`src/rtl/tam_pkg.sv`:
```
// Shared constants and types for the authentication master
package tam_pkg;

    // ------------------------------------------------------------------
    // Clock and bus timing
    // ------------------------------------------------------------------
    localparam int CLK_PERIOD_NS = 50;
    localparam int RST_LOW_NS    = 480000;
    localparam int RST_SAMP_NS   = 550000;
    localparam int RST_SLOT_NS   = 960000;
    localparam int W0_LOW_NS     = 60000;
    localparam int W1_LOW_NS     = 6000;
    localparam int RD_SAMP_NS    = 15000;
    localparam int SLOT_NS       = 70000;
    localparam int QTR_NS        = 250000000;
    localparam int RST_LOW_CYC   = (RST_LOW_NS + CLK_PERIOD_NS - 1)
                                   / CLK_PERIOD_NS;
    localparam int RST_SAMP_CYC  = (RST_SAMP_NS + CLK_PERIOD_NS - 1)
                                   / CLK_PERIOD_NS;
    localparam int RST_SLOT_CYC  = (RST_SLOT_NS + CLK_PERIOD_NS - 1)
                                   / CLK_PERIOD_NS;
    localparam int W0_LOW_CYC    = (W0_LOW_NS + CLK_PERIOD_NS - 1)
                                   / CLK_PERIOD_NS;
    localparam int W1_LOW_CYC    = (W1_LOW_NS + CLK_PERIOD_NS - 1)
                                   / CLK_PERIOD_NS;
    localparam int RD_SAMP_CYC   = RD_SAMP_NS / CLK_PERIOD_NS;
    localparam int SLOT_CYC      = (SLOT_NS + CLK_PERIOD_NS - 1)
                                   / CLK_PERIOD_NS;
    localparam int QTR_CYC       = QTR_NS / CLK_PERIOD_NS;

    // ------------------------------------------------------------------
    // Configuration word layout
    // ------------------------------------------------------------------
    localparam int CFG_RETRY_LSB = 0;
    localparam int CFG_PER_LSB   = 2;
    localparam int CFG_POL_BIT   = 7;
    localparam int CFG_FOM_BIT   = 8;
    localparam int CFG_FAILF_BIT = 13;
    localparam int CFG_PASSF_BIT = 14;
    localparam logic [11:0] CFG_RESET = 12'h000;

    // ------------------------------------------------------------------
    // Exchange constants
    // ------------------------------------------------------------------
    localparam logic [7:0] CMD_WR_CHALLENGE_TRIGGER_IN = 8'h0C;
    localparam int CHALLENGE_TRIGGER_IN_BYTES  = 8;
    localparam int RESP_BITS   = 160;
    localparam int ZERO_SLOTS  = 8;
    localparam logic [3:0] LAST_BYTE = 4'(CHALLENGE_TRIGGER_IN_BYTES + 2);
    localparam logic [6:0] PER_1S_Q  = 7'h04;
    localparam logic [6:0] PER_8S_Q  = 7'h20;
    localparam logic [6:0] PER_16S_Q = 7'h40;

    typedef enum logic [1:0] {OP_RST, OP_W0, OP_W1, OP_RD} tam_op_e;

endpackage

```
`src/rtl/tam_owm.sv`:
```
// Bit-level master for the single-wire bus: reset and time slots
`timescale 1ns/1ps
module tam_owm #(
    parameter int RST_LOW  = tam_pkg::RST_LOW_CYC,
    parameter int RST_SAMP = tam_pkg::RST_SAMP_CYC,
    parameter int RST_SLOT = tam_pkg::RST_SLOT_CYC,
    parameter int W0_LOW   = tam_pkg::W0_LOW_CYC,
    parameter int W1_LOW   = tam_pkg::W1_LOW_CYC,
    parameter int RD_SAMP  = tam_pkg::RD_SAMP_CYC,
    parameter int SLOT     = tam_pkg::SLOT_CYC
) (
    // Clock and reset
    input  wire logic            clock_i,
    input  wire logic            sys_rst_i,
    // Request
    input  wire logic            start_i,
    input  wire tam_pkg::tam_op_e op_i,
    // Line
    input  wire logic            line_i,
    output logic                 drive_o,
    // Answer
    output logic                 done_o,
    output logic                 bit_o
);

    logic             busy;
    logic [15:0]      cnt;
    tam_pkg::tam_op_e op_q;
    logic [15:0]      low_len;
    logic [15:0]      samp;
    logic [15:0]      total;

    assign low_len = (op_q == tam_pkg::OP_RST) ? 16'(RST_LOW - 1) :
                     (op_q == tam_pkg::OP_W0) ?
                     16'(W0_LOW - 1) :
                     16'(W1_LOW - 1);
    assign samp    = (op_q == tam_pkg::OP_RST) ? 16'(RST_SAMP) :
                     16'(RD_SAMP);
    assign total   = (op_q == tam_pkg::OP_RST) ? 16'(RST_SLOT - 1) :
                     16'(SLOT - 1);

    always_ff @(posedge clock_i) begin
        if (sys_rst_i) begin
            busy    <= 1'b0;
            cnt     <= 16'h0000;
            op_q    <= tam_pkg::OP_RST;
            drive_o <= 1'b0;
            done_o  <= 1'b0;
            bit_o   <= 1'b0;
        end else begin
            done_o <= 1'b0;
            if (start_i && !busy) begin
                busy    <= 1'b1;
                cnt     <= 16'h0000;
                op_q    <= op_i;
                drive_o <= 1'b1;
            end else if (busy) begin
                cnt <= cnt + 16'h0001;
                if (cnt == low_len) begin
                    drive_o <= 1'b0;
                end
                // Presence is a low line; read data is the line level
                if (cnt == samp) begin
                    bit_o <= (op_q == tam_pkg::OP_RST) ? ~line_i : line_i;
                end
                if (cnt == total) begin
                    busy   <= 1'b0;
                    done_o <= 1'b1;
                end
            end
        end
    end

endmodule

```
`src/rtl/tam_tick.sv`:
```
// Quarter-second enable pulse and 2 Hz blink level
`timescale 1ns/1ps
module tam_tick #(
    parameter int QTR_CYC = tam_pkg::QTR_CYC
) (
    // Clock and reset
    input  wire logic clock_i,
    input  wire logic sys_rst_i,
    // Rates
    output logic      qtr_o,
    output logic      blink_o
);

    logic [31:0] cnt;

    always_ff @(posedge clock_i) begin
        if (sys_rst_i) begin
            cnt     <= 32'h0000_0000;
            qtr_o   <= 1'b0;
            blink_o <= 1'b0;
        end else if (cnt == 32'(QTR_CYC - 1)) begin
            cnt     <= 32'h0000_0000;
            qtr_o   <= 1'b1;
            // Half period of a quarter second gives 2 Hz, 50% duty
            blink_o <= ~blink_o;
        end else begin
            cnt   <= cnt + 32'h0000_0001;
            qtr_o <= 1'b0;
        end
    end

endmodule

```
`src/rtl/tam_auth_master.sv`:
```
// Challenge and response authentication master sequencer
// Contract
// Send 0Ch then eight challenge bytes
// Compare MAC bits as they arrive
// Hold outputs until pass or all fail
// Configure at least one retry per initiation
// Release outputs when trigger goes inactive
// No presence pulse clears and releases outputs
// Outputs unchanged while an attempt runs
// Open-drain outputs, low means pass or fail
// Programmer loads challenge, response and options
// Programmer should lock data after verifying
// Retry field selects 1, 2, 4, 8 attempts
// Each attempt runs the complete exchange
// Complete at first pass or all failed
// Periodic field selects none, 1s, 8s, 16s
// Periodic runs keep outputs until updated
// Avoid all-zero or all-one challenge data
// Fail mode bit pulses fail at 2Hz
// Eight write-zero slots before MAC reads
// Polarity bit selects trigger level and edge
// Any MAC bit mismatch fails the attempt
`timescale 1ns/1ps
module tam_auth_master #(
    parameter int         RST_LOW  = tam_pkg::RST_LOW_CYC,
    parameter int         RST_SAMP = tam_pkg::RST_SAMP_CYC,
    parameter int         RST_SLOT = tam_pkg::RST_SLOT_CYC,
    parameter int         W0_LOW   = tam_pkg::W0_LOW_CYC,
    parameter int         W1_LOW   = tam_pkg::W1_LOW_CYC,
    parameter int         RD_SAMP  = tam_pkg::RD_SAMP_CYC,
    parameter int         SLOT     = tam_pkg::SLOT_CYC,
    parameter int         QTR_CYC  = tam_pkg::QTR_CYC,
    parameter int         SPU_CYC  = 40000,
    parameter logic [7:0] CMD_SKIP = 8'h00,
    parameter logic [7:0] CMD_MAC  = 8'h00
) (
    // Clock and reset
    input  wire logic         clock_i,
    input  wire logic         sys_rst_i,
    // Trigger
    input  wire logic         challenge_trigger_in_i,
    // Configuration from the slave port and stored pair
    input  wire logic         cfg_we_i,
    input  wire logic [15:0]  cfg_wdata_i,
    output logic      [15:0]  cfg_rdata_o,
    input  wire logic [63:0]  challenge_trigger_in_data_i,
    input  wire logic [159:0] resp_data_i,
    // Master bus line
    input  wire logic         master_bus_line_i,
    output logic              master_bus_line_o,
    output logic              master_bus_line_oe_o,
    output logic              spu_o,
    // Status lines
    output logic              pass_line_o,
    output logic              pass_line_oe_o,
    output logic              fail_line_o,
    output logic              fail_line_oe_o
);

    // ------------------------------------------------------------------
    // Declarations
    // ------------------------------------------------------------------
    typedef enum logic [2:0] {
        ST_IDLE, ST_RST, ST_SEND, ST_SPU, ST_ZERO, ST_READ, ST_FRST
    } tam_state_e;

    tam_state_e       state;
    logic [11:0]      cfg_q;
    logic             wait_q;
    logic [7:0]       bit_cnt;
    logic [3:0]       byte_idx;
    logic [2:0]       att_cnt;
    logic             mism;
    logic [31:0]      spu_cnt;
    logic [6:0]       per_cnt;
    logic             act_q;
    logic             pass_flag;
    logic             fail_flag;
    logic             phy_done;
    logic             phy_bit;
    logic             phy_drive;
    logic             qtr;
    logic             blink;
    tam_pkg::tam_op_e phy_op;
    logic             phy_go;
    logic [7:0]       cur_byte;
    logic             challenge_trigger_in_act;
    logic             challenge_trigger_in_rise;
    logic             challenge_trigger_in_fall;
    logic [1:0]       retry_sel;
    logic [1:0]       per_sel;
    logic             fail_output_mode;
    logic [2:0]       last_att;
    logic             per_due;
    logic             start;
    logic             fin;
    logic             absent;
    logic             done_pass;
    logic             done_fail;
    logic             clr_evt;
    logic             busy;

    function automatic logic [7:0] byte_at(input logic [3:0]  idx,
                                           input logic [63:0] ch);
        logic [7:0] b;
        b = CMD_MAC;
        if (idx == 4'h0) begin
            b = CMD_SKIP;
        end else if (idx == 4'h1) begin
            b = tam_pkg::CMD_WR_CHALLENGE_TRIGGER_IN;
        end else if (idx < tam_pkg::LAST_BYTE) begin
            b = ch[8 * (int'(idx) - 2) +: 8];
        end
        return b;
    endfunction

    function automatic logic [6:0] per_len(input logic [1:0] sel);
        return (sel == 2'b01) ? tam_pkg::PER_1S_Q :
               (sel == 2'b10) ? tam_pkg::PER_8S_Q : tam_pkg::PER_16S_Q;
    endfunction

    // ------------------------------------------------------------------
    // Decoding
    // ------------------------------------------------------------------
    assign retry_sel = cfg_q[tam_pkg::CFG_RETRY_LSB +: 2];
    assign per_sel   = cfg_q[tam_pkg::CFG_PER_LSB +: 2];
    assign fail_output_mode       = cfg_q[tam_pkg::CFG_FOM_BIT];
    // attempt count
    assign last_att  = 3'((4'h1 << retry_sel) - 4'h1);
    // polarity select
    assign challenge_trigger_in_act  = ~(challenge_trigger_in_i ^ cfg_q[tam_pkg::CFG_POL_BIT]);
    assign challenge_trigger_in_rise = challenge_trigger_in_act & ~act_q;
    assign challenge_trigger_in_fall = ~challenge_trigger_in_act & act_q;
    assign busy      = (state != ST_IDLE);
    // periodic start
    assign per_due   = !busy && per_sel != 2'b00 && qtr
                       && per_cnt == per_len(per_sel) - 7'h01;
    assign start     = !busy && (challenge_trigger_in_rise || per_due);
    assign cur_byte  = byte_at(byte_idx, challenge_trigger_in_data_i);
    assign phy_go    = !wait_q && (state == ST_RST || state == ST_SEND
                       || state == ST_ZERO || state == ST_READ
                       || state == ST_FRST);
    // slot type per step
    assign phy_op    = (state == ST_RST || state == ST_FRST) ?
                       tam_pkg::OP_RST :
                       (state == ST_READ) ? tam_pkg::OP_RD :
                       (state == ST_SEND && cur_byte[bit_cnt[2:0]]) ?
                       tam_pkg::OP_W1 : tam_pkg::OP_W0;
    assign fin       = state == ST_FRST && phy_done && phy_bit;
    // removal seen at either bus reset
    assign absent    = phy_done && !phy_bit
                       && (state == ST_RST || state == ST_FRST);
    // completion
    assign done_pass = fin && !mism;
    // any mismatched bit fails the attempt
    assign done_fail = fin && mism && att_cnt == last_att;
    assign clr_evt   = challenge_trigger_in_fall || absent;

    // ------------------------------------------------------------------
    // Sub-blocks
    // ------------------------------------------------------------------
    tam_owm #(
        .RST_LOW  (RST_LOW),
        .RST_SAMP (RST_SAMP),
        .RST_SLOT (RST_SLOT),
        .W0_LOW   (W0_LOW),
        .W1_LOW   (W1_LOW),
        .RD_SAMP  (RD_SAMP),
        .SLOT     (SLOT)
    ) u_owm (
        .clock_i   (clock_i),
        .sys_rst_i (sys_rst_i),
        .start_i   (phy_go),
        .op_i      (phy_op),
        .line_i    (master_bus_line_i),
        .drive_o   (phy_drive),
        .done_o    (phy_done),
        .bit_o     (phy_bit)
    );

    tam_tick #(
        .QTR_CYC (QTR_CYC)
    ) u_tick (
        .clock_i   (clock_i),
        .sys_rst_i (sys_rst_i),
        .qtr_o     (qtr),
        .blink_o   (blink)
    );

    // ------------------------------------------------------------------
    // Configuration and triggers
    // ------------------------------------------------------------------
    always_ff @(posedge clock_i) begin
        if (sys_rst_i) begin
            cfg_q   <= tam_pkg::CFG_RESET;
            act_q   <= 1'b0;
            per_cnt <= 7'h00;
        end else begin
            if (cfg_we_i) begin
                cfg_q <= cfg_wdata_i[11:0];
            end
            // Reset value of zero lets an active level at power-up start
            act_q <= challenge_trigger_in_act;
            if (busy || per_sel == 2'b00 || per_due) begin
                per_cnt <= 7'h00;
            end else if (qtr) begin
                per_cnt <= per_cnt + 7'h01;
            end
        end
    end

    // ------------------------------------------------------------------
    // Sequencer
    // ------------------------------------------------------------------
    always_ff @(posedge clock_i) begin
        if (sys_rst_i) begin
            state    <= ST_IDLE;
            wait_q   <= 1'b0;
            bit_cnt  <= 8'h00;
            byte_idx <= 4'h0;
            att_cnt  <= 3'h0;
            mism     <= 1'b0;
            spu_cnt  <= 32'h0000_0000;
        end else if (challenge_trigger_in_fall) begin
            // abort on inactive trigger
            state  <= ST_IDLE;
            wait_q <= 1'b0;
        end else begin
            if (phy_go) begin
                wait_q <= 1'b1;
            end else if (phy_done) begin
                wait_q <= 1'b0;
            end
            unique case (state)
                ST_IDLE: if (start) begin
                    state   <= ST_RST;
                    att_cnt <= 3'h0;
                    mism    <= 1'b0;
                end
                ST_RST: if (phy_done) begin
                    state    <= phy_bit ? ST_SEND : ST_IDLE;
                    byte_idx <= 4'h0;
                    bit_cnt  <= 8'h00;
                end
                // command and challenge bytes, low bit first
                ST_SEND: if (phy_done) begin
                    bit_cnt <= (bit_cnt == 8'h07) ? 8'h00 : bit_cnt + 8'h01;
                    if (bit_cnt == 8'h07) begin
                        byte_idx <= byte_idx + 4'h1;
                        if (byte_idx == tam_pkg::LAST_BYTE) begin
                            state   <= ST_SPU;
                            spu_cnt <= 32'h0000_0000;
                        end
                    end
                end
                ST_SPU: begin
                    spu_cnt <= spu_cnt + 32'h0000_0001;
                    if (spu_cnt == 32'(SPU_CYC - 1)) begin
                        state <= ST_ZERO;
                    end
                end
                // eight write-zero slots
                ST_ZERO: if (phy_done) begin
                    if (bit_cnt == 8'(tam_pkg::ZERO_SLOTS - 1)) begin
                        state   <= ST_READ;
                        bit_cnt <= 8'h00;
                    end else begin
                        bit_cnt <= bit_cnt + 8'h01;
                    end
                end
                // compare each bit on arrival
                ST_READ: if (phy_done) begin
                    if (phy_bit != resp_data_i[bit_cnt]) begin
                        mism <= 1'b1;
                    end
                    bit_cnt <= bit_cnt + 8'h01;
                    if (bit_cnt == 8'(tam_pkg::RESP_BITS - 1)) begin
                        state <= ST_FRST;
                    end
                end
                // retry until pass or attempts used up
                ST_FRST: if (phy_done) begin
                    if (!phy_bit || done_pass || done_fail) begin
                        state <= ST_IDLE;
                    end else begin
                        state   <= ST_RST;
                        att_cnt <= att_cnt + 3'h1;
                        mism    <= 1'b0;
                    end
                end
            endcase
        end
    end

    // ------------------------------------------------------------------
    // Result and pins
    // ------------------------------------------------------------------
    always_ff @(posedge clock_i) begin
        if (sys_rst_i) begin
            pass_flag <= 1'b0;
            fail_flag <= 1'b0;
        end else if (clr_evt) begin
            pass_flag <= 1'b0;
            fail_flag <= 1'b0;
        end else if (done_pass || done_fail) begin
            // only a completed run updates
            pass_flag <= done_pass;
            fail_flag <= done_fail;
        end
    end

    // open-drain drive, low only
    always_ff @(posedge clock_i) begin
        if (sys_rst_i) begin
            master_bus_line_o    <= 1'b0;
            master_bus_line_oe_o <= 1'b0;
            spu_o                <= 1'b0;
            pass_line_o          <= 1'b0;
            pass_line_oe_o       <= 1'b0;
            fail_line_o          <= 1'b0;
            fail_line_oe_o       <= 1'b0;
            cfg_rdata_o          <= 16'h0000;
        end else begin
            master_bus_line_oe_o <= phy_drive;
            spu_o                <= (state == ST_SPU);
            pass_line_oe_o       <= pass_flag;
            // blink when fail mode set
            fail_line_oe_o       <= fail_flag & (~fail_output_mode | blink);
            cfg_rdata_o          <= {1'b0, pass_flag, fail_flag, 1'b0,
                                     cfg_q};
        end
    end

    // ------------------------------------------------------------------
    // Checks
    // ------------------------------------------------------------------
    a_wr_challenge_trigger_in_cmd: assert property (
        @(posedge clock_i) disable iff (sys_rst_i)
        state == ST_SEND && byte_idx == 4'h1 |-> cur_byte == 8'h0C)
        else $error("write challenge code wrong");
    a_bit_compare: assert property (
        @(posedge clock_i) disable iff (sys_rst_i)
        state == ST_READ && phy_done && !challenge_trigger_in_fall
        && phy_bit != resp_data_i[bit_cnt] |=> mism)
        else $error("mismatched bit not recorded");
    a_hold_running: assert property (
        @(posedge clock_i) disable iff (sys_rst_i)
        busy && !clr_evt && !done_pass && !done_fail
        |=> ##1 $stable(pass_line_oe_o))
        else $error("pass changed during attempt");
    a_retry_bound: assert property (
        @(posedge clock_i) disable iff (sys_rst_i)
        att_cnt <= last_att)
        else $error("too many attempts");
    a_zero_slots: assert property (
        @(posedge clock_i) disable iff (sys_rst_i)
        $rose(state == ST_READ) |-> $past(bit_cnt) == 8'h07)
        else $error("wrong count of zero slots");
    a_absent_clear: assert property (
        @(posedge clock_i) disable iff (sys_rst_i)
        absent |=> ##1 !pass_line_oe_o && !fail_line_oe_o)
        else $error("outputs kept after removal");
    a_inactive_clear: assert property (
        @(posedge clock_i) disable iff (sys_rst_i)
        challenge_trigger_in_fall |=> ##1 !pass_line_oe_o && !fail_line_oe_o)
        else $error("outputs kept after trigger release");
    a_pass_report: assert property (
        @(posedge clock_i) disable iff (sys_rst_i)
        done_pass && !clr_evt |=> ##1 pass_line_oe_o && !fail_line_oe_o)
        else $error("pass not reported");
    a_fail_steady: assert property (
        @(posedge clock_i) disable iff (sys_rst_i)
        fail_flag && !fail_output_mode && !clr_evt |=> fail_line_oe_o)
        else $error("fail not held low");
    a_status_excl: assert property (
        @(posedge clock_i) disable iff (sys_rst_i)
        !(pass_line_oe_o && fail_line_oe_o))
        else $error("both status lines driven");

endmodule

```
`config.mk`:
```
export PLATFORM = sky130hd
export DESIGN_NAME = tam_auth_master
export DESIGN_NICKNAME = d
export VERILOG_FILES = /design/src/rtl/tam_pkg.sv /design/src/rtl/tam_owm.sv /design/src/rtl/tam_tick.sv /design/src/rtl/tam_auth_master.sv
export SDC_FILE = /design/constraint.sdc
export NUM_CORES = 1
export LEC_CHECK = 0
export BUFFER_PORTS_ARGS = -buffer_cell sky130_fd_sc_hd__buf_2
export CORE_ASPECT_RATIO = 1.2
export CORE_UTILIZATION = 56
export CTS_CLUSTER_SIZE = 12
export DETAILED_ROUTE_END_ITERATION = 10
export PLACE_DENSITY_LB_ADDON = 0.12
export SYNTH_ARGS = -nofsm -noshare
export SYNTH_HDL_FRONTEND = slang
export SYNTH_HIERARCHICAL = 1
export SYNTH_SLANG_ARGS = --single-unit
```
`constraint.sdc`:
```
create_clock -name clock_i -period 5.85 [get_ports clock_i]
set_clock_uncertainty 0.15 [all_clocks]
set_input_delay 0.8775 -clock clock_i [delete_from_list [all_inputs] [get_ports clock_i]]
set_output_delay 0.8775 -clock clock_i [all_outputs]
set_load 0.05 [all_outputs]
```
Word-level counts from Yosys, hierarchy flattened. Cells that the tools add are included.

Register bits: 150. Input bits: 245.

$add $sub $neg: 10. Order comparisons: 3. Eq/ne operators: 35. Shift-type cells: 2. Muxes and demuxes: 64. Bitwise operators: 13. Reductions and logical operators: 60.

Operators with widths (count): $mux 32 (3); $add 32x1->32 const B (2); $pmux 32 s2 (1); $shiftx 64x8->8 (1); $mux 8 (7); $eq 16x16->1 (3); $mux 3 (14); $eq 32x16->1 const B (1); $eq 32x23->1 const B (1); $pmux 8 s3 (1); $ne 2x1->1 const B (11); $pmux 3 s7 (1); $reduce_and 5->1 (4); $mux 1 (19); $add 16x1->16 const B (1); $mux 16 (1); $mux 15 (1); $logic_and 1x1->1 (14); $mux 14 (1); $mux 7 (2); $reduce_bool 2->1 (7); $logic_or 1x1->1 (12); $mux 4 (3); $reduce_or 2->1 (6); 45 further kinds (70).

Longest topological paths before layout. Gate-level depths: netlist (run 1).

Word-level depth: 11. Mapped depth: 12.

Modules after synthesis. Netlist (run 1), hierarchy kept.

Modules (own cells, without submodules): tam_auth_master (times used 1, cells each 677, area an instance 6258.5 um^2); tam_tick (times used 1, cells each 197, area an instance 1689.1 um^2); tam_owm (times used 1, cells each 138, area an instance 1202.4 um^2).

Least setup slack after synthesis (run 1). OpenSTA, ideal clock, no wires.

Path type: reg2reg. Start: register byte_idx[0]. End: register u_owm.op_q[1]. Setup time: 0.114 ns. Arrival time: 2.628 ns. Required time: 5.586 ns. Setup slack: 2.957 ns. Cell stages (with the launch flop): 10. Path buffers: 1. Period minus slack after synthesis: 2.893 ns. Path through: dfxtp_1 -> clkbuf_1 -> mux4_2 -> mux4_2 -> mux2_2 -> nand4_1 -> o31ai_1 -> a21o_1 -> mux2i_1 -> nor2_1.

Longest elaborated chain between the ends: 11.

Ends and longest elaborated chain: start, declared (RTL line tam_auth_master.sv:71) `logic [3:0] byte_idx;`; start signal, assigned (RTL line tam_auth_master.sv:249) `byte_idx <= byte_idx + 4'h1;`; $sub 4x2->5 (RTL line tam_auth_master.sv:112) `b = ch[8 * (int'(idx) - 2) +: 8];`; $shiftx 64x8->8 (RTL line tam_auth_master.sv:112); $mux 8 (RTL line tam_auth_master.sv:111) `end else if (idx < tam_pkg::LAST_BYTE) begin`; $mux 8 (RTL line tam_auth_master.sv:109) `end else if (idx == 4'h1) begin`; $mux 8 * (RTL line tam_auth_master.sv:107) `if (idx == 4'h0) begin`; $bmux 1 s3 * (RTL line tam_auth_master.sv:147) `(state == ST_SEND && cur_byte[bit_cnt[2:0]]) ?`; $mux 1 (implied by the code) * (RTL line tam_auth_master.sv:147); $logic_and 1x1->1 * (RTL line tam_auth_master.sv:147); $mux 2 * (RTL line tam_auth_master.sv:147); $mux 2 * (RTL line tam_auth_master.sv:146) `(state == ST_READ) ? tam_pkg::OP_RD :`; $mux 2 * (RTL line tam_auth_master.sv:144) `assign phy_op = (state == ST_RST || state == ST_FRST) ?`; via phy_op[1] (RTL line tam_auth_master.sv:84) `tam_pkg::tam_op_e phy_op;`; end signal, assigned (RTL line tam_owm.sv:46) `op_q <= tam_pkg::OP_RST;`; end signal, assigned (RTL line tam_owm.sv:55) `op_q <= op_i;`; end, declared (RTL line tam_owm.sv:28) `tam_pkg::tam_op_e op_q;`.

The timed path passes the listed nets; every way through them passes the cells marked *. The select of a mux whose other input is x is not followed. A chain may end at the register's enable or synchronous reset.

Final worst setup path (run 1).
Start: register bit_cnt[0]. End: register spu_cnt[19].

Longest elaborated chain between the ends: 3.

Ends and longest elaborated chain: start, declared (RTL line tam_auth_master.sv:70) `logic [7:0] bit_cnt;`; start signal, assigned (RTL line tam_auth_master.sv:247) `bit_cnt <= (bit_cnt == 8'h07) ? 8'h00 : bit_cnt + 8'h01;`; start signal, assigned (RTL line tam_auth_master.sv:268) `bit_cnt <= bit_cnt + 8'h01;`; start signal, assigned (RTL line tam_auth_master.sv:276) `bit_cnt <= bit_cnt + 8'h01;`; $eq 8x3->1 (RTL line tam_auth_master.sv:248) `if (bit_cnt == 8'h07) begin`; $ne 2x1->1 (no source line); $reduce_and 5->1 (no source line); end signal, assigned (RTL line tam_auth_master.sv:257) `spu_cnt <= spu_cnt + 32'h0000_0001;`; end, declared (RTL line tam_auth_master.sv:74) `logic [31:0] spu_cnt;`.

Every way passes these cells.

==> results list, run 1 <==
- Post-CTS setup buffer count: 0
* Number of warnings issued by yosys: 6
- On the critical path, the stage with the largest delay is an instance of dfxtp_4.
* CP delay by family, top: simple AND/OR/NAND/NOR gates
- # rows: 50
- Global-route wire length before repair: ~41000 µm
- Entering global routing, the biggest net connects 42 pins.
- For this run, the total global-route usage over all layers was measured as between 30% and 40%.
- Setup slack on the worst flop-to-flop path: 2.45 ns
* Number of sinks handled by clock tree synthesis: about 150
* Height of the die: 142 µm
- In this run, synthesis produced a sequential element count of 147.
* Clock latency of the later-clocked register in the worst-skew pair: roughly 0.43 ns
* Reg-to-reg startpoint: bit_cnt[0]$_SDFFE_PP0P_
- The clock passes through at most 2 buffers.
- Synth-to-layout area growth: 19.9%
- STA classifies the critical path endpoint as a flop.
* Sequential standard cell area: approximately 3000 µm²
- For this run, the detailed router's first-pass iteration total came to 6.
- In the routed design, unresolved DRC markers number 0.
- Met2 track demand over resource in global routing: 52.4%
- After synthesis, the mean cell area works out to about 9 µm².
* Cell with the most instances after synthesis: dfxtp_1
* Max_cap viols: 0
- Worst reg2reg endpoint: spu_cnt[19]$_SDFFE_PP0P_
* Primary flip-flop cell chosen by synthesis mapping: dfxtp_1
- Detailed placement ended at an HPWL of between 15000 and 20000 µm.
- The filler cells instantiated in the layout total ~1.3k.
- The final hold violation count was 0.
- Count of buffers inserted at the top-level ports: between 200 and 300
* Status: completed
* Maximum clock frequency: 294 MHz
- In this run the worst path has a maximum fanout of about 40.
- Summing all multi-input logic gate instances after layout gives approximately 5700 µm².
- CP Buf/Inv Count: 0
* Post-DR vias/cell: roughly 6
* Routed wire length per instance: approximately 18 µm
- Met1 track demand over resource: between 30 and 40%
- In this run the remaining antenna-violating nets after routing total 0.
* Ratio of final minimum period to clock period: about three fifths
- Clock-pin transition on the worst setup and hold timing paths: around 0.060 ns
- Floorplan die area: approximately 17000 µm²
- Biggest cell delay along the critical path: roughly 0.80 ns
* Share of the synthesized area in the top cell type: about 32%
- Final number of setup-violating endpoints: 0
- The synthesized netlist occupies a cell area of slightly above 9000 µm².
- Cts-stage hold buffer count: 0
- Clock tree synthesis selected as its root buffer the cell clkbuf_16.
- In this run the worst hold path is classified as flop to flop.
- The final layout contains approximately 1.5k nets.
- At the worst endpoint, the arrival time is ~3.5 ns.
- Seq/Total Area, Yosys: between 30% and 40%
- TritonCTS clock tree: built
* Total length of routed wires: between 20000 and 30000 µm
- Number of pins with negative max-slew slack in the final report: 0
- Gates resized during post-CTS repair numbered 0.
- Worst Hold End: pass_flag$_SDFFE_PP0P_
- In this run the count of I/O pins placed on the die edge is between 200 and 300.
- Horizontal extent of the die: around 120 µm
- RD Place Congestion: ~0.95
- Power density over cell area: roughly 220 nW/µm²
* Vias post-DR: between 8k and 9k
- STA classifies the critical path startpoint as a flop.
- Remaining Overflow, GRT: 0
- The worst setup path is of the flop to flop kind.
* Num CTS Buffers: 17
- Initial DRC count: between 500 and 600
* Starting density of the core: approximately 58%
- The number of global-route vias before repair came to ~8k.
- Counting instances, the worst hold path has a depth of 2.
* Reg2reg path depth: 7
- Critical-path cell list: ha_1 -> nand2_1 -> o41ai_4 -> and3_1 -> nand2_1 -> nand2_1 -> nor2_1
- The layer flagged by global routing as most heavily used is met2.
- Minimum clock period after layout: ~3.4 ns
* Beginning of the worst hold path: pass_flag$_SDFFE_PP0P_
* VDD IR max: 0.184 mV
- In the synthesized netlist the async set-or-reset flop fraction comes to 0%.
- Count of different cell masters after synthesis: 81
* RSZ-0062 raised after global routing: no
* Leakage power summed over all cells: roughly 4.2 nW
* Synth top area cells: dfxtp_1 32%, mux4_2 12%, mux2i_1 5.0%
- Post-placement cell count: around 1.4k
- Share of final-layout standard cells stronger than drive strength 1: around 30%
* Core outline area: 15800 µm²
* Cell taking the most area after synthesis: dfxtp_1
* Most used cell along the critical path: nand2_1
- Number of H-tree levels: 4
- At the pin with the least slew margin, the transition time is 1.13 ns.
* Top post-synthesis cells by count: 147 x dfxtp_1, 117 x nor2_1, 75 x nand2_1
- Sum of negative setup slack: 0 ns
- Initial antenna violation count: 1
- STA puts the critical path data required time at ~6.0 ns.
* Max-slew headroom: around 25%
- Count of placed standard cells in the final layout, fillers left out: 1453
* Number of enable-type register cells in the synthesized netlist: 0
- Global routing used under 10% of the available met3 tracks.
* Number of cells produced by synthesis: about 1.0k
## report_power, final
part | internal, W | switching (W) | total (W)
Clock | 0.000637 | 0.000426 | 0.00106
Combinational | 0.000132 | 0.000145 | 0.000277
Sequential | 0.00102 | 0.0000240 | 0.00105
Total | 0.00179 | 0.000595 | 0.00239
## cell type report
class                   count  share of cell area, %
repair buffers            263                   12.1
clock buffers              19                   4.04
multi-input cells         772                   52.3
well taps                 208                   2.37
diodes                      1                 0.0228
inverters                  31                   1.06
clock inverters            12                   1.21
flip-flops and latches    147                   26.8
## registers in the layout (all words and copies together) (netlist names), 4 cells and up
register     cells
spu_cnt         32
u_tick/cnt      32
u_owm/cnt       16
cfg_rdata_o     14
cfg_q           12
bit_cnt          8
per_cnt          7
byte_idx         4
## cells in the final DEF, fill, tap and decap left out, drive strengths merged, types with 21 or more instances in the layout
cell type / count
a21oi: 45
and3: 24
buf: 263
dfxtp: 147
inv: 33
mux2i: 46
mux4: 47
nand2: 75
nand3: 35
nand4: 36
nor2: 118
nor2b: 22
o21ai: 32
or4: 21
xnor2: 27
xor2: 37
## kinds of logic after synthesis
logic type	after synthesis	share of synthesized area, %
xor+xnor	64	6.13
flops	147	32.2
compound gates	165	12.1
other cells	1	0.0410
simple gates	425	25.1
mux	98	17.2
buf+inv	97	5.22
fa+ha+maj	15	2.05
## how the worst max path moves through the flow
stage / end / depth (start not counted) / start / slack [ns]
after detailed placement: spu_cnt[19]$_SDFFE_PP0P_ / 7 / bit_cnt[0]$_SDFFE_PP0P_ / 2.42
after global placement: spu_cnt[4]$_SDFFE_PP0P_ / 7 / bit_cnt[0]$_SDFFE_PP0P_ / 2.49
final: spu_cnt[19]$_SDFFE_PP0P_ / 7 / bit_cnt[0]$_SDFFE_PP0P_ / 2.45
after global routing: spu_cnt[10]$_SDFFE_PP0P_ / 7 / bit_cnt[0]$_SDFFE_PP0P_ / 2.16
after floorplan: u_owm/op_q[1]$_SDFFE_PP0P_ / 9 / byte_idx[0]$_SDFFE_PP0P_ / 2.96
after CTS: spu_cnt[19]$_SDFFE_PP0P_ / 7 / bit_cnt[0]$_SDFFE_PP0P_ / 2.41
## through the flow
stage,worst slack [ns],power (W),hold slack (ns),cell area [µm²],util (%)
CTS,2.41,0.00239,0.317,11000,69.6
finish,2.45,0.00239,0.311,11000,69.6
global route,2.16,0.00247,0.332,11000,69.6
detailed placement,2.42,0.00134,0.308,10400,65.9
floorplan,2.96,0.00122,0.279,9170,-
global placement,2.49,0.00133,0.292,10400,65.9
## layer usage
layer	vias up	part of all wire [%]	wire [µm]
li1	4183	-	-
met2	286	50	13200
met3	55	6.2	1630
met4	0	4.6	1210
met5	-	0	0
met1	4214	39	10300
## worst register-to-register path: stages (launching register included)
cell and delay (ns):
dfxtp_4 0.80, ha_1 0.33, nand2_1 0.15, o41ai_4 0.55
and3_1 0.30, nand2_1 0.06, nand2_1 0.75, nor2_1 0.14
Power figures use the tool's default switching activity.
==> run 2: changes to the inputs <==
Settings changed: CORE_UTILIZATION 56 to 53.
Clock period 5.85 ns to 3.3 ns, I/O delays scaled along.
==> run 2 against run 1 <==
Net effect:
- register-to-register slack worse by 2.2 ns
- combinational power is 77% higher
- sequential share of layout area is 0.36 points lower
- final cell count is 1.4% higher
- routed wire length is 2.0% lower
- via count is 2.2% lower
- non-clock buffer count is 13 higher
- critical endpoint is now mism$_SDFFE_PP0P_
- largest power group unchanged
==> results list, run 2 (same netlist as run 1, synthesis figures left out) <==
- Critical path capture point type: flop
- The placeable core region was 16900 µm² (+6.9%).
- Beginning of the worst hold path: cfg_wdata_i[1]
- The average via count per standard cell is 5.80 (-3.6%).
- The depth of the worst register-to-register path is 8 (+1).
- The flow ran to the end, and the final reports show no timing, DRC or antenna violations.
- RD Place Congestion: 0.916 (-3.3%)
* Number of cells on the worst hold path: 3 (+1)
- The overall via count from detail_route came to 8545 (-2.2%).
* Max_cap viols: 0 (unchanged)
- Number of inserted filler cells in the final layout: 1438 (+7.6%)
* Largest regs: spu_cnt: 32 flops, u_tick/cnt: 32 flops, u_owm/cnt: 16 flops
- The final count of pins violating max slew came to 0 (unchanged).
* Final WS setup: 0.295 ns (-2.15 ns)
- Number of sinks handled by clock tree synthesis: 147 (unchanged)
- The die height is 146 µm (+2.8%).
* Total routing resource utilization after global routing: 28.9% (-1.7 points)
- In this run the critical register-to-register path is launched from bit_cnt[0]$_SDFFE_PP0P_.
- Crit-path max FO: 34 (-17%)
- The tree is rooted in a clkbuf_16.
- Setup repair after global routing left no endpoint under its margin.
- The count of antenna-violating nets left after detailed routing is 0 (unchanged).
- TritonRoute pass-1 iters: 4 (-2)
* Maximum number of pins on one net before global-route repair: 35 (-17%)
- Synth-to-layout area growth: 21.6%
* Crit path required time: 3.48 ns (-2.49 ns)
* I/O Pins: 268 (unchanged)
- Max-slew headroom: 45.5% (+21 points)
- The worst register-to-register path ends at mism$_SDFFE_PP0P_.
- The antenna diode count came to 0 (-1).
* Sum of negative setup slack: 0 ns (unchanged)
- Ratio of final minimum period to clock period: 91.1% (+33 points)
- Global-route wire length before repair: 40300 µm (-0.87%)
- The total length of routed wires is 25800 µm (-2.0%).
- Starting density of the core: 54.3% (-3.7 points)
* Clock latency of the later-clocked register in the worst-skew pair: 0.43 ns (about the same)
- The worst setup slack before clock tree synthesis is 0.263 ns (-2.16 ns).
- Count of buffers inserted at the top-level ports: 258 (unchanged)
- Post-CTS resize count: 0 (unchanged)
- Max clock buf depth: 2 (unchanged)
- Worst hold path class: primary input to flop
* Remaining routing DRC violations: 0 (unchanged)
- TritonCTS clock tree: built
- By startpoint and endpoint, the worst setup path is classified as flop to flop.
- Number of H-tree levels: 4 (unchanged)
- The cell area power density is 389 nW/µm² (+79%).
* Worst Hold End: cfg_q[1]$_SDFFE_PP0P_
* Sum of net half-perimeters after detailed placement: 19300 µm (-0.36%)
- Floorplan die area: 17800 µm² (+5.6%)
- The multi-input gate area in the final layout came to 5750 µm² (about the same).
* Sequential standard cell area: 2950 µm² (unchanged)
- The slack of the worst reg-to-reg path came to 0.29 ns (-2.15 ns).
* Share of final-layout standard cells stronger than drive strength 1: 30.7% (+0.94 points)
* Number of global-route vias before repair: 8042 (-0.62%)
- The library cell used most frequently in the layout, excluding fill and tap cells, is buf_2.
- Horizontal extent of the die: 122 µm (+2.7%)
- The post-CTS setup-driven buffer insertion count is 0 (unchanged).
- The data arrival at the endpoint of the critical path is 3.18 ns (-0.34 ns).
* # rows: 52 (+4.0%)
* Cts-stage hold buffer count: 0 (unchanged)
- The leakage dissipation came to 4.25 nW (+2.2%).
- Crit start category: flop
- Initial antenna violation count: 0 (-1)
- The non-filler instance count after layout came to 1474 (+1.4%).
- The total of endpoints with negative setup slack in the final report was 0 (unchanged).
- The pin slew with the least headroom to its limit came to 0.808 ns (-0.323 ns).
- Initial DRC count: 585 (+8.3%)
* Biggest cell delay along the critical path: 0.57 ns (-0.23 ns)
- The final hold violation count is 0 (unchanged).
- Most frequent cells in the layout: 258 x buf_2, 146 x dfxtp_1, 117 x nor2_1, 75 x nand2_1, 47 x mux4_2
- The minimum period implied by the final worst setup slack came to 3.01 ns (-0.397 ns).
- The critical path goes through buf_12 -> mux2i_1 -> a221oi_1 -> o21ai_0 -> o311a_1 -> or4_1 -> and3b_1 -> o31ai_1.
- Post-layout nets: 1505 (+0.87%)
* VDD IR max: 0.322 mV (+75%)
- The wire length per cell after detailed routing is 17.5 µm (-3.4%).
* Remaining Overflow, GRT: 0 (unchanged)
* Maximum clock frequency: 333 MHz (+13%)
* Post-placement cell count: 1442 (+1.5%)
* Clock-pin transition on the worst setup and hold timing paths: 0.06 ns (about the same)
- Cell with the largest stage delay on the worst path: dfxtp_4
- The CTS buffer count was 17 (unchanged).
==> run 2: worst max-delay path by stage <==
stage	from	end	slack (ns)	depth (start not counted)
floorplan	byte_idx[0]$_SDFFE_PP0P_	u_owm/op_q[1]$_SDFFE_PP0P_	0.41	9
global placement	cfg_q[3]$_SDFFE_PP0P_	att_cnt[2]$_SDFFE_PP0P_	0.34	9
detailed placement	cfg_q[3]$_SDFFE_PP0P_	att_cnt[2]$_SDFFE_PP0P_	0.26	9
CTS	cfg_q[3]$_SDFFE_PP0P_	att_cnt[0]$_SDFFE_PP0P_	0.23	9
global route	cfg_q[3]$_SDFFE_PP0P_	att_cnt[0]$_SDFFE_PP0P_	0.15	9
finish	bit_cnt[0]$_SDFFE_PP0P_	mism$_SDFFE_PP0P_	0.29	8
==> run 2: area by class of cell <==
class | instances | share of cell area [%]
clock buffers | 17 | 3.82
repair buffers | 276 | 12.9
well taps | 216 | 2.43
clock inverters | 15 | 1.60
inverters | 31 | 1.05
multi-input cells | 772 | 51.7
flip-flops and latches | 147 | 26.5
==> run 2: per-stage QoR <==
stage          hold WS (ns)  cell area (µm²)  total power [W]  utilization, %
6_report              0.151            11100          0.00432            66.0
5_1_grt               0.159            11100          0.00448            66.0
4_1_cts               0.139            11100          0.00435            66.0
3_5_place_dp          0.296            10500          0.00238            62.4
3_3_place_gp          0.291            10500          0.00236            62.4
2_1_floorplan         0.279             9170          0.00217               -
==> run 2: worst max-delay path: cells and delay by family, from the launching register on <==
kind | cells | cell delay (ns)
AO/OA/AOI/OAI | 4 | 0.90
buffers and inverters | 1 | 0.29
flip-flops | 1 | 0.57
multiplexers | 1 | 0.19
AND/OR/NAND/NOR | 2 | 0.78
==> run 2: where the power goes <==
group | leakage [nW] | internal (W) | switching [W]
sequential | 1.19 | 0.00181 | 0.0000433
clock | 0.294 | 0.00119 | 0.000785
combinational | 2.77 | 0.000235 | 0.000256
==> run 2: routing by layer <==
layer | wire (µm) | track usage (%)
met1 | 10100 | 33.6
met4 | 1330 | 17.7
met3 | 1630 | 6.70
met2 | 12800 | 47.8
met5 | 0 | 0
==> run 3: changes to the inputs <==
Settings changed: ABC_AREA from default to 1, CORE_UTILIZATION 53 to 54.
==> run 3 against run 2 <==
Net effect:
- fmax increased by 5.3%
- synthesized cell count increased by 69%
- clock power increased by 2%
- die area increased by 9.2%
- sequential cell count unchanged
- design area increased by 9.9%
- critical path type unchanged
==> results list, run 3 <==
- Status: completed
- The critical path starts at bit_cnt[1]$_SDFFE_PP0P_.
- Minimum clock period after layout: 2.85 ns (-0.151 ns)
- The data arrival at the endpoint of the critical path is 3.06 ns (-0.12 ns).
- By count the netlist is led by 527 x nand2_1, 223 x nor2_1, 184 x inv_1.
- In the final layout, the registers with the most flip-flops are spu_cnt: 32 flops, u_tick/cnt: 32 flops, u_owm/cnt: 16 flops.
* Starting density of the core: 55.7% (+1.4 points)
- The count of distinct cell types in the synthesized netlist is 52 (-36%).
* Post-CTS setup buffer count: 0 (unchanged)
* Leading cell type in the layout, fill and taps excluded: nand2_1
- The number of cells produced by synthesis is 1708 (+69%).
- Final number of setup-violating endpoints: 0 (unchanged)
- The detailed-router iteration count before antenna repair came to 5 (+1).
- The count of cells resized by post-cts repair came to 0 (unchanged).
- TritonCTS built the clock tree.
- The biggest fanout along the worst timing path came to 29 (-15%).
* Crit path required time: 3.50 ns (+0.02 ns)
- The sequential-to-total area share from yosys stat was 28.9% (-3.3 points).
* Number of hold violations in the final report: 0 (unchanged)
- Share of the synthesized area in the top cell type: 28.9% (-3.3 points)
- Total routing resource utilization after global routing: 31.3% (+2.4 points)
- Setup repair after global routing left no endpoint under its margin.
- Count of buffers inserted at the top-level ports: 258 (unchanged)
- Leakage power summed over all cells: 5.38 nW (+27%)
- Reg-to-reg startpoint: bit_cnt[1]$_SDFFE_PP0P_
- Number of cells on the worst hold path: 3 (unchanged)
* Max-slew headroom: 19.6% (-26 points)
* Cts-stage hold buffer count: 0 (unchanged)
* Maximum clock frequency: 350 MHz (+5.3%)
- For this run, the leading register cell type out of synthesis is dfxtp_1.
- The final weighted congestion of routability-driven global placement came to 1.03 (+13%).
- STA classifies the critical path endpoint as a flop.
- The register bit count reported by yosys was 147 (unchanged).
* Total length of routed wires: 30500 µm (+18%)
- Core outline area: 18300 µm² (+8.7%)
- The final hold slack is 0.205 ns (+0.0546 ns).
- Number of enable-type register cells in the synthesized netlist: 0 (unchanged)
- The Yosys warning count is 6 (unchanged).
- The overall via count from detail_route is 11.7k (+36%).
- The worst setup path is launched from a flop.
- The pin count of the biggest net entering global routing came to 51 (+46%).
* Total standard cell area after synthesis: 10200 µm² (+11%)
- The number of rows in the core area is 54 (+3.8%).
* Worst reg2reg endpoint: u_owm/op_q[0]$_SDFFE_PP0P_
- Number of H-tree levels: 4 (unchanged)
- The count of boundary I/O pins was 268 (unchanged).
- Remaining Overflow, GRT: 0 (unchanged)
- Num CTS Buffers: 17 (unchanged)
* Beginning of the worst hold path: cfg_wdata_i[8]
* Mean instance size in the synthesized netlist: 5.97 µm² (-34%)
- Number of inserted filler cells in the final layout: 1728 (+20%)
* Post-DR vias/cell: 5.29 (-8.7%)
- The final count of pins violating max slew is 0 (unchanged).
- Final WS setup: 0.446 ns (+0.151 ns)
- The maximum VDD drop is 0.527 mV (+63%).
- Synth-to-layout area growth: 19.9%
* Sum of negative setup slack: 0 ns (unchanged)
- The depth of the worst register-to-register path was 11 (+3).
- The latest clock arrival within the worst-skew pair was 0.43 ns (about the same).
- Sum of net half-perimeters after detailed placement: 23400 µm (+21%)
- Sorting the synthesized cells by area gives the leading types as dfxtp_1 29%, nand2_1 19%, nor2_1 8.2%.
- Number of sinks handled by clock tree synthesis: 147 (unchanged)
* Post-place setup slack: 0.492 ns (+0.229 ns)
* Transition time at the pin with the least slew margin: 1.20 ns (+0.396 ns)
* Ratio of final minimum period to clock period: 86.5% (-4.6 points)
- Clock root buffer master: clkbuf_16
- The deepest clock path buffer count came to 2 (unchanged).
- Ys async rst share: 0% (unchanged)
- Height of the die: 153 µm (+4.5%)
- Initial DRC count: 754 (+29%)
* Clock-pin transition on the worst setup and hold timing paths: 0.06 ns (about the same)
- The path class of the tightest hold or removal check is primary input to flop.
- Power density over cell area: 492 nW/µm² (+27%)
- The count of antenna-violating nets left after detailed routing is 0 (unchanged).
* Sequential standard cell area: 2940 µm² (about the same)
- Most frequent cells in the layout: 527 x nand2_1, 258 x buf_2, 222 x nor2_1, 184 x inv_1, 159 x nand3_1
* Max_cap viols: 0 (unchanged)
- Footprint of the multi-input gates: 6180 µm² (+7.5%)
- Setup slack on the worst flop-to-flop path: 0.45 ns (+0.15 ns)
- The largest total area in the synthesized netlist belongs to dfxtp_1.
* Floorplan die area: 19400 µm² (+9.2%)
* Initial antenna violation count: 3 (+3)
- The number of global-route vias before repair came to 10.7k (+33%).
* Critical path class: flop to flop
- In the post-synthesis netlist, the cell with the most instances is nand2_1.
- The layout cell share with drive strength beyond 1 came to 18.7% (-12 points).
* Worst Hold End: cfg_q[8]$_SDFFE_PP0P_
* Global-route wire length before repair: 49300 µm (+22%)
- The final routed DRC violation total came to 0 (unchanged).
- The width of the die was 127 µm (+4.5%).
* Post-layout nets: 2196 (+46%)
- The wire length per cell after detailed routing is 13.8 µm (-21%).
## run 3: changes by cell type after synthesis, moves of 45 or more
cell / change
nand2_1: +452
inv_1: +154
nand3_1: +124
nor2_1: +106
mux4_2: -47
mux2i_1: -45
## run 3: how the worst max path moves through the flow
stage,to,slack [ns]
detailed placement,u_owm/op_q[0]$_SDFFE_PP0P_,0.49
finish,u_owm/op_q[0]$_SDFFE_PP0P_,0.45
floorplan,spu_cnt[15]$_SDFFE_PP0P_,1.02
global route,u_owm/op_q[0]$_SDFFE_PP0P_,0.16
global placement,spu_cnt[15]$_SDFFE_PP0P_,0.53
CTS,u_owm/op_q[0]$_SDFFE_PP0P_,0.48
## run 3: power by group
group          total [W]  leakage [nW]  internal, W  switching (W)
sequential       0.00198          1.19      0.00186       0.000112
clock            0.00202         0.296      0.00122       0.000794
combinational    0.00202          3.89     0.000673        0.00134
total            0.00601          5.38      0.00376        0.00225
## run 3: logic make-up after synthesis
kind of cell / after synthesis / share of synthesized area, %
AOI/OAI and AO/OA: 184 / 9.99
and+or+nand+nor: 1059 / 45.6
buffers and inverters: 267 / 10.7
other: 1 / 0.0368
adders and majority gates: 15 / 1.84
muxes: 1 / 0.0982
DFF: 147 / 28.9
xor gates and xnor gates: 34 / 2.92
## run 3: worst max-delay path, stage by stage (launching register included)
cell	delay [ns]
dfxtp_1	0.62
inv_2	0.08
nor2_2	0.91
nand2_1	0.13
nand3_1	0.11
nand2_1	0.05
nand4_1	0.07
nand2_1	0.05
o211ai_1	0.18
nor2b_1	0.18
o21ai_0	0.09
a21oi_1	0.14
## run 3: metrics by stage
step / cell area, µm² / cells / total power (W) / util [%]
after floorplan: 10200 / 1712 / 0.00345 / -
after global routing: 12200 / 2204 / 0.00639 / 66.8
after detailed placement: 11600 / 2169 / 0.00401 / 63.4
final: 12200 / 2204 / 0.00601 / 66.8
after CTS: 12200 / 2201 / 0.00602 / 66.7
after global placement: 11600 / 2169 / 0.00398 / 63.4
## run 3: layout make-up
class / instances / share of cell area, %
diodes: 3 / 0.0614
clock buffers: 19 / 3.62
clock inverters: 13 / 1.42
inverters: 202 / 6.26
multi-input cells: 1298 / 50.6
flip-flops and latches: 147 / 24.1
well taps: 252 / 2.58
repair buffers: 270 / 11.4
## run 3: layer usage
layer  GRT usage [%]  vias to the layer above  part of all wire (%)
li1                -                     5930                     -
met1            37.5                     5223                    42
met2            54.2                      440                    48
met3            6.85                       68                   7.2
met4            12.1                        0                   3.0
met5               0                        -                     0
